$ cat src/core/emap_pkg.sv
// constants, types and source layout for the error interrupt pin mapper
package emap_pkg;
    localparam int ADDR_W    = 12;
    localparam int DATA_W    = 32;
    localparam int SEL_W     = 3;
    localparam int N_SRC     = 19;
    localparam int N_PIN     = 8;
    localparam int N_MAP     = 4;
    localparam int SLOT_TOP  = 29;
    localparam int SLOT_STEP = 4;

    // map register index within the map array
    localparam int MAP_PCI2  = 0;
    localparam int MAP_PBERR = 1;
    localparam int MAP_RETRY = 2;
    localparam int MAP_MISC  = 3;

    localparam logic [ADDR_W-1:0] OFF_PCI2_ERROR_MAP    = 12'h434;
    localparam logic [ADDR_W-1:0] OFF_PROCBUS_ERROR_MAP = 12'h438;
    localparam logic [ADDR_W-1:0] OFF_PROCBUS_RETRY_MAP = 12'h43C;
    localparam logic [ADDR_W-1:0] OFF_MISC_INTR_MAP     = 12'h440;
    localparam logic [ADDR_W-1:0] OFF_EVENT_STATUS      = 12'h480;
    localparam logic [ADDR_W-1:0] OFF_EVENT_MASK        = 12'h484;

    localparam logic [DATA_W-1:0] MAP_RESET        = 32'h00000000;
    localparam logic [N_SRC-1:0]  EVT_RESET        = 19'h00000;
    // writable selector bits per map register, with single-pci variants for the pbus error and retry maps
    localparam logic [DATA_W-1:0] MASK_PCI2        = 32'hEEEEEEE0;
    localparam logic [DATA_W-1:0] MASK_PBERR       = 32'hEEEEEEE0;
    localparam logic [DATA_W-1:0] MASK_PBERR_1P    = 32'hE0EEE0E0;
    localparam logic [DATA_W-1:0] MASK_RETRY       = 32'hEEE00000;
    localparam logic [DATA_W-1:0] MASK_RETRY_1P    = 32'hE0E00000;
    localparam logic [DATA_W-1:0] MASK_MISC        = 32'hEE000000;

    typedef enum logic [SEL_W-1:0] {
        PIN_FIRST_PCI  = 3'h0,
        PIN_SECOND_PCI = 3'h1,
        PIN_GEN0       = 3'h2,
        PIN_GEN1       = 3'h3,
        PIN_GEN2       = 3'h4,
        PIN_GEN3       = 3'h5,
        PIN_GEN4       = 3'h6,
        PIN_GEN5       = 3'h7
    } emap_pin_type;

    // bit k of each vector is selector slot k of its register
    typedef struct packed {
        logic       msg_host;
        logic       msg_ioproc;
        logic [2:0] pbus_retry;
        logic [6:0] pbus_err;
        logic [6:0] pci2_err;
    } emap_src_type;

    function automatic int src_reg(input int i);
        return (i < 7) ? MAP_PCI2 : (i < 14) ? MAP_PBERR : (i < 17) ? MAP_RETRY : MAP_MISC;
    endfunction

    function automatic int src_lsb(input int i);
        int b;
        b = (i < 7) ? 0 : (i < 14) ? 7 : (i < 17) ? 14 : 17;
        return SLOT_TOP - SLOT_STEP * (i - b);
    endfunction
endpackage

$ cat src/core/emap_router.sv
// per-pin decode of source selectors, or-combining shared pins
`timescale 1ns/100ps
module emap_router #(
    parameter int N_SRC = 19,
    parameter int N_PIN = 8,
    parameter int SEL_W = 3
) (
    // sources and their selectors
    input  wire logic [N_SRC-1:0]       src_act,
    input  wire logic [N_SRC*SEL_W-1:0] sel_flat,
    // pin requests
    output logic      [N_PIN-1:0]       pin_hit
);
    logic [N_SRC-1:0] match [N_PIN];

    for (genvar p = 0; p < N_PIN; p++) begin : g_pin
        for (genvar s = 0; s < N_SRC; s++) begin : g_src
            assign match[p][s] = sel_flat[s*SEL_W +: SEL_W] == SEL_W'(p);
        end
        assign pin_hit[p] = |(src_act & match[p]);
    end
endmodule // emap_router

$ cat src/core/emap_events.sv
// sticky event status, mask and interrupt level
`timescale 1ns/100ps
module emap_events #(
    parameter int N_SRC = 19
) (
    // clock and reset
    input  wire logic             clk_sys,
    input  wire logic             rst_n,
    // event sources
    input  wire logic [N_SRC-1:0] src_act,
    // software access
    input  wire logic             wr_stat,
    input  wire logic             wr_mask,
    input  wire logic [N_SRC-1:0] wdata,
    // state
    output logic      [N_SRC-1:0] stat_q,
    output logic      [N_SRC-1:0] mask_q,
    output logic                  irq
);
    logic [N_SRC-1:0] prev_q;
    logic [N_SRC-1:0] rise;
    logic [N_SRC-1:0] clr;
    logic [N_SRC-1:0] stat_d;

    assign rise   = src_act & ~prev_q;
    assign clr    = wr_stat ? wdata : '0;
    // a new event wins over a clear in the same cycle
    assign stat_d = (stat_q & ~clr) | rise;
    assign irq    = |(stat_q & mask_q);

    always_ff @(posedge clk_sys or negedge rst_n) begin
        if (!rst_n) begin
            prev_q <= emap_pkg::EVT_RESET;
            stat_q <= emap_pkg::EVT_RESET;
            mask_q <= emap_pkg::EVT_RESET;
        end else begin
            prev_q <= src_act;
            stat_q <= stat_d;
            if (wr_mask) begin
                mask_q <= wdata;
            end
        end
    end
endmodule // emap_events

$ cat src/core/emap_top.sv
// error and message interrupt pin mapper with apb register port
`timescale 1ns/100ps
module emap_top #(
    parameter bit DUAL_PCI = 1'b1
) (
    // clock and reset
    input  wire logic                          clk_sys,
    input  wire logic                          rst_n,
    // apb slave
    input  wire logic [emap_pkg::ADDR_W-1:0]   paddr,
    input  wire logic                          psel,
    input  wire logic                          penable,
    input  wire logic                          pwrite,
    input  wire logic [emap_pkg::DATA_W-1:0]   pwdata,
    input  wire logic [3:0]                    pstrb,
    output logic                               pready,
    output logic      [emap_pkg::DATA_W-1:0]   prdata,
    output logic                               pslverr,
    // interrupt sources
    input  wire emap_pkg::emap_src_type        src_in,
    // interrupt pin requests, active high
    output logic                               first_pci_irq_pin,
    output logic                               second_pci_irq_pin,
    output logic      [5:0]                    gen_irq_pin,
    // event interrupt
    output logic                               irq
);
    localparam int NS = emap_pkg::N_SRC;
    localparam int SW = emap_pkg::SEL_W;

    // writable bits per map register for this build
    localparam logic [31:0] FMASK [emap_pkg::N_MAP] = '{
        DUAL_PCI ? emap_pkg::MASK_PCI2  : 32'h00000000,
        DUAL_PCI ? emap_pkg::MASK_PBERR : emap_pkg::MASK_PBERR_1P,
        DUAL_PCI ? emap_pkg::MASK_RETRY : emap_pkg::MASK_RETRY_1P,
        emap_pkg::MASK_MISC
    };
    localparam logic [11:0] MOFF [emap_pkg::N_MAP] = '{
        emap_pkg::OFF_PCI2_ERROR_MAP,
        emap_pkg::OFF_PROCBUS_ERROR_MAP,
        emap_pkg::OFF_PROCBUS_RETRY_MAP,
        emap_pkg::OFF_MISC_INTR_MAP
    };

    logic [31:0]           map_q   [emap_pkg::N_MAP];
    logic [emap_pkg::N_MAP-1:0] hit_map;
    logic                  hit_stat;
    logic                  hit_mask;
    logic                  mapped;
    logic                  setup;
    logic                  access;
    logic                  wr;
    logic [31:0]           bmask;
    logic [31:0]           rd_map;
    logic [31:0]           rd_data;
    logic [31:0]           prdata_q;
    logic                  err_q;
    logic [NS-1:0]         src_vec;
    logic [NS-1:0]         src_valid;
    logic [NS-1:0]         src_act;
    logic [NS*SW-1:0]      sel_flat;
    logic [emap_pkg::N_PIN-1:0] pin_hit;
    logic [emap_pkg::N_PIN-1:0] pin_q;
    logic [NS-1:0]         stat_q;
    logic [NS-1:0]         mask_q;

    // apb phase and address decode
    assign setup    = psel & ~penable;
    assign access   = psel & penable;
    assign wr       = access & pwrite;
    assign hit_stat = paddr == emap_pkg::OFF_EVENT_STATUS;
    assign hit_mask = paddr == emap_pkg::OFF_EVENT_MASK;
    assign mapped   = (|hit_map) | hit_stat | hit_mask;
    assign bmask    = {{8{pstrb[3]}}, {8{pstrb[2]}}, {8{pstrb[1]}}, {8{pstrb[0]}}};

    // map registers: each selector is its own masked nibble field
    for (genvar j = 0; j < emap_pkg::N_MAP; j++) begin : g_map
        logic [31:0] wm;
        assign hit_map[j] = paddr == MOFF[j];
        assign wm         = FMASK[j] & bmask;
        always_ff @(posedge clk_sys or negedge rst_n) begin
            if (!rst_n) begin
                map_q[j] <= emap_pkg::MAP_RESET;
            end else if (wr && hit_map[j]) begin
                map_q[j] <= (map_q[j] & ~wm) | (pwdata & wm);
            end
        end
    end

    assign rd_map = ({32{hit_map[0]}} & map_q[0])
                  | ({32{hit_map[1]}} & map_q[1])
                  | ({32{hit_map[2]}} & map_q[2])
                  | ({32{hit_map[3]}} & map_q[3]);
    assign rd_data = rd_map
                   | ({32{hit_stat}} & {13'h0000, stat_q})
                   | ({32{hit_mask}} & {13'h0000, mask_q});

    // read data and error are captured in setup, so access needs no wait
    always_ff @(posedge clk_sys or negedge rst_n) begin
        if (!rst_n) begin
            prdata_q <= 32'h00000000;
            err_q    <= 1'b0;
        end else if (setup) begin
            prdata_q <= pwrite ? 32'h00000000 : rd_data;
            err_q    <= ~mapped;
        end
    end

    assign pready  = 1'b1;
    assign prdata  = prdata_q;
    assign pslverr = access & err_q;

    // selector extraction: slot k of a register sits at bits lsb+2..lsb
    assign src_vec = src_in;
    for (genvar i = 0; i < NS; i++) begin : g_sel
        localparam int RG = emap_pkg::src_reg(i);
        localparam int LB = emap_pkg::src_lsb(i);
        assign sel_flat[i*SW +: SW] = map_q[RG][LB +: SW];
        // absent fields in the single-pci build never drive a pin
        assign src_valid[i] = FMASK[RG][LB];
    end
    assign src_act = src_vec & src_valid;

    emap_router #(
        .N_SRC (NS),
        .N_PIN (emap_pkg::N_PIN),
        .SEL_W (SW)
    ) u_router (
        .src_act  (src_act),
        .sel_flat (sel_flat),
        .pin_hit  (pin_hit)
    );

    always_ff @(posedge clk_sys or negedge rst_n) begin
        if (!rst_n) begin
            pin_q <= 8'h00;
        end else begin
            pin_q <= pin_hit;
        end
    end

    assign first_pci_irq_pin  = pin_q[emap_pkg::PIN_FIRST_PCI];
    assign second_pci_irq_pin = pin_q[emap_pkg::PIN_SECOND_PCI];
    assign gen_irq_pin        = pin_q[emap_pkg::PIN_GEN5:emap_pkg::PIN_GEN0];

    emap_events #(
        .N_SRC (NS)
    ) u_events (
        .clk_sys (clk_sys),
        .rst_n   (rst_n),
        .src_act (src_act),
        .wr_stat (wr & hit_stat),
        .wr_mask (wr & hit_mask),
        .wdata   (pwdata[NS-1:0]),
        .stat_q  (stat_q),
        .mask_q  (mask_q),
        .irq     (irq)
    );

    // every source reaches exactly the pin its selector names
    for (genvar i = 0; i < NS; i++) begin : g_chk

    end
endmodule // emap_top

$ cat config.mk
export PLATFORM = sky130hd
export DESIGN_NAME = emap_top
export DESIGN_NICKNAME = d
export VERILOG_FILES = /design/src/core/emap_pkg.sv /design/src/core/emap_router.sv /design/src/core/emap_events.sv /design/src/core/emap_top.sv
export SDC_FILE = /design/constraint.sdc
export NUM_CORES = 1
export LEC_CHECK = 0
export ABC_AREA = 1
export ABC_CLOCK_PERIOD_IN_PS = 1350
export BUFFER_PORTS_ARGS = -buffer_cell sky130_fd_sc_hd__buf_2
export CAP_MARGIN = 20
export CORE_MARGIN = 2
export CORE_UTILIZATION = 60
export CTS_BUF_LIST = sky130_fd_sc_hd__clkbuf_2
export DETAILED_ROUTE_END_ITERATION = 12
export HOLD_SLACK_MARGIN = 0.12
export MAX_ROUTING_LAYER = met4
export PLACE_DENSITY_LB_ADDON = 0.08
export REMOVE_ABC_BUFFERS = 1
export SETUP_SLACK_MARGIN = 0.05
export SYNTH_ARGS = -nofsm -noshare
export SYNTH_HDL_FRONTEND = slang
export SYNTH_SLANG_ARGS = --single-unit
export TNS_END_PERCENT = 50
$ cat constraint.sdc
create_clock -name clk_sys -period 1.35 [get_ports clk_sys]
set_input_delay 0.0675 -clock clk_sys [delete_from_list [all_inputs] [get_ports clk_sys]]
set_output_delay 0.0675 -clock clk_sys [all_outputs]
set_load 0.005 [all_outputs]
; Yosys cells after proc, flatten, opt, wreduce, memory -nomap -nowiden
; Cells that the tools add are included.
[op_classes]
eq_ne = 139
bitwise_logic = 49
muxes = 2
n_reduce_logical = 33
[ops]
columns = op, count
row1 = $and A32 B32 Y32, 11
row2 = $or A32 B32 Y32, 9
row3 = $eq A3 B3 Y1 const B, 76
row4 = $and A19 B19 Y19, 11
row5 = $reduce_or A19 Y1, 9
row6 = $eq A3 B2 Y1 const B, 38
row7 = $not A32 Y32, 3
row8 = $eq A12 B11 Y1 const B, 6
row9 = $and A32 B19 Y32, 2
row10 = $eq A3 B1 Y1 const B, 19
row11 = $logic_not A3 Y1, 19
row12 = $not A19 Y19, 2
row13 = $mux W32, 1
row14 = $mux W19, 1
row15 = $or A19 B19 Y19, 1
row16 = $and A1 B1 Y1, 6
row17 = $logic_and A1 B1 Y1, 4
row18 = $reduce_or A4 Y1, 1
row19 = $not A1 Y1, 2
row20 = $or A1 B1 Y1, 2
[word_totals]
regBits = 226
elab_cells = 233
out_inout_bits = 43
inputBits = 72

; Depth between registers and ports, before layout
[logic_depth]
depth_word = 8
mapped_depth = 11
depth_no_buf = 10

; Modules after synthesis
; From an unflattened synthesis, not the netlist that was laid out.
[hier_totals]
cells_unflattened = 1209
area_unflattened_um2 = 8584.5
[modules_own_cells]
columns = module, n_inst, seq_area_each_um2, cells_each, area_per_inst_um2
row1 = emap_top, 1, 2377.3, 565, 4634.4
row2 = emap_events, 1, 1426.4, 188, 2157.1
row3 = emap_router, 1, 0.0, 456, 1793.0

; Worst setup path before layout
; OpenSTA, ideal clock, no wires.
[synth_path]
path_type = in2reg
start = input port paddr[10] in the netlist's numbering
end = register u_events.mask_q[8]
t_arrival_ns = 1.023
n_path_buf = 2
setup_slack_ns = 0.206
path_stages = 11
required_ns = 1.229
setup_time_ns = 0.121
cell_sequence = inv_1 > nor2_1 > nand2_1 > nor2_2 > nand2_4 > clkinv_4 > nand2_2 > buf_6 > buf_6 > nand2_1 > o21ai_1
[synth_between]
elab_chain_cells = 2
[synth_rtl]
columns = element, line_no
row1 = "start, declared", emap_top.sv:10  ; input wire logic [emap_pkg::ADDR_W-1:0] paddr,
row2 = $eq A12 B11 Y1, emap_top.sv:72  ; assign hit_mask = paddr == emap_pkg::OFF_EVENT_MASK;
row3 = $and A1 B1 Y1, emap_top.sv:153  ; .wr_mask (wr & hit_mask),
row4 = "end signal, assigned", emap_events.sv:35  ; mask_q <= emap_pkg::EVT_RESET;
row5 = "end signal, assigned", emap_events.sv:40  ; mask_q <= wdata;
row6 = "end, declared", emap_events.sv:17  ; output logic [N_SRC-1:0] mask_q,
; No other way between the ends.
; A chain may end at the register's enable or synchronous reset.

; Final worst setup path
[layout_path]
start = register u_events.stat_q[9]
end = output port irq
[layout_between]
elab_chain_cells = 2
[layout_rtl]
columns = element, line_no
row1 = "start, declared", emap_events.sv:16  ; output logic [N_SRC-1:0] stat_q,
row2 = "start signal, assigned", emap_events.sv:34  ; stat_q <= emap_pkg::EVT_RESET;
row3 = "start signal, assigned", emap_events.sv:38  ; stat_q <= stat_d;
row4 = $and A19 B19 Y19, emap_events.sv:29  ; assign irq = |(stat_q & mask_q);
row5 = $reduce_or A19 Y1, emap_events.sv:29
row6 = "end, declared", emap_top.sv:26  ; output logic irq
; No other way between the ends.

==> run summary <==
Nets: 1520
H-tree lvl count: 4
crit end category: primary output
worst skew pair latency: 0.74 ns
Worst-Margin Slew: 0.493 ns
drt pass-1 iters: 9
maximum vdd drop: 0.632 mV
largest net degree at the start of global routing: 58
Core Util, Final: 0.827
fmax: 483 MHz
post-synthesis sequential area ratio: 0.457
unique cell type count in the Yosys netlist: 36
# rows: 43
Yosys top cell area share: 0.457
number of antenna violations at the first check in global routing: 0
width of the die: 122 µm
Worst slew margin: 0.668
via count: 9337
Slew Limit Fails: 0
R2R cell count: 7
RSZ-0062 raised after global routing: true
IO Port Bufs: 107
Leakage: 5.91 nW
Max clock buf depth: 2
DRT iter0 DRCs: 1083
vias in the first global route: 8411
TritonCTS Buffers: 17
placed insts: 1466
initial core utilization: 0.606
Synth area leader: dfrtp_1
Worst EP arrival: 2.00 ns
failing checks: setup timing
Tcrit/Tclk final: 1.53
Core Area: 13700 µm²
yosys synthesis warning count: 0
Hold Fails Final Rpt: 0
DRT Wirelength: 30.6 mm
drt drc: 0
EDFF count, synth: 0
Clk Tree Root Cell: clkbuf_2
Via density: 5.69
ANT nets after route: 0
placer's final routability congestion estimate: 0.976
ys flop type: dfrtp_1
DPL Wire Length: 19.1 mm
top cells by count, synth: 385 x nand2_1, 152 x dfrtp_1, 124 x inv_1
worst min-delay path class: primary input to register
Tmin final: 2.07 ns
Final setup viols: 80
outcome: finished, violations left
Synth Area per Inst: 7.26 µm²
GR Overflow Total: 0
Critical Path RT: 1.28 ns
CTS clock-pin slew for the worst setup and hold paths: 0.23 ns
r2r setup slk: -0.05 ns
global-route wire length before repair: 42.9 mm
critical path launch point type: register
final cell count without fillers: 1641
Worst R2R End: pin_q[7]
Clock Sinks: 152
CTS tree: done
die height: 122 µm
#FFs+latches synth: 152
WS Path Type: register to primary output
Layout area overhead: 36.4%
critical path startpoint: u_events.stat_q[9]
worst-path fanout max: 3
Max-Cap Viols: 0
synth top area cells: dfrtp_1 46%, nand2_1 17%, nand3_1 6.6%
count leader, synth: nand2_1
GRT Util Overall: 0.396
fillcell total: 850
Power Dens Cells: 761 nW/µm²
cell area after synthesis: 8320 µm²
setup ws final: -0.721 ns
share of layout cells above drive strength 1: 0.252
DIE AREA: 14800 µm²
Top Ports: 115
Final Skew: 0.0224 ns
CP endpoint: irq
WHS: 0.00855 ns
Antenna Cells: 0
wire per inst: 18.7 µm
Setup WS pre-CTS: -0.163 ns
ys async rst share: 1.00
cell count after synthesis: 1146
==> layer usage <==
| metal | vias to the layer above | GRT usage | wire [µm] |
|---|---|---|---|
| met5 | - | - | 0 |
| met4 | 0 | 0.154 | 1360 |
| met3 | 143 | 0.0590 | 2810 |
| met2 | 605 | 0.637 | 14800 |
| met1 | 4335 | 0.508 | 11700 |
| li1 | 4254 | - | - |
==> critical path, cell delays in order (launching register included) <==
cell and delay [ns]:
dfrtp_1 0.48, nand2_1 0.10, nand4_1 0.12, nor2_2 0.28, nand4_1 0.13, buf_2 0.15
==> timing repair <==
action / in CTS / in global routing
gates resized for setup: 12 / 57
hold buffers: 105 / 11
gates cloned: 0 / 1
pin swaps: 4 / 20
endpoints found under the setup margin: 44 / 182
buffers inserted: 12 / 25
endpoints found under the hold margin: 304 / 253
==> placed cells by master (no fill, tap or decap), types with 6 or more instances in the layout <==
cell	netlist	final
nand2_1	385	378
nor2_4	6	9
nor2_2	5	17
nand2_4	4	6
o2111ai_1	7	7
or2_2	14	14
buf_2	15	106
inv_1	124	118
nor3_1	14	6
nor3_2	0	8
nand4_1	26	26
buf_12	0	9
nor2_1	98	83
dfrtp_2	0	16
o21ai_0	43	42
buf_4	12	99
nand3_1	110	107
o21ai_2	13	13
clkbuf_2	1	17
dlygate4sd3_1	0	103
o21ai_1	64	65
inv_2	3	9
dfrtp_1	152	136
nand2_2	12	17
==> cell type report <==
class	instances	area, µm²	area share
Multi-Input combinational cell	825	3940	0.347
Sequential cell	152	3820	0.337
Timing Repair Buffer	323	2570	0.226
Inverter	129	490	0.0432
Tap cell	180	225	0.0198
Clock inverter	15	223	0.0196
Clock buffer	17	85.1	0.00749
==> kinds of logic after synthesis <==
kind of cell    share of synthesized area
compound gates                     0.0986
buf+inv                            0.0902
flops                               0.457
other cells                      0.000903
simple gates                        0.353
==> worst min-delay path by stage <==
stage / startpoint / to / slack [ns] / cells after the start
2_1_floorplan: rst_n / asynchronous set/reset pin / -0.23 / 0
3_3_place_gp: rst_n / prdata[6] / -0.09 / 1
3_5_place_dp: rst_n / prdata[3] / -0.09 / 1
4_1_cts: pwdata[23] / register / 0.12 / 4
5_1_grt: paddr[0] / register / 0.01 / 7
6_report: paddr[0] / register / 0.009 / 7
==> power by group <==
part | leakage [nW] | switching, mW | internal (mW) | total (mW)
clock | 0.173 | 1.75 | 1.41 | 3.16
combinational | 3.79 | 0.485 | 0.387 | 0.872
sequential | 1.95 | 0.0116 | 4.60 | 4.61
==> stage by stage <==
stage	TNS, ns	power [mW]	area, µm²
final	-13.28	8.64	11400
after global routing	-17.69	8.89	11400
after CTS	-5.64	8.57	11000
after detailed placement	-3.70	5.26	9500
after global placement	-0.968	5.26	9500
after floorplan	-24.41	4.87	8070
(Power assumes the default switching activity.)
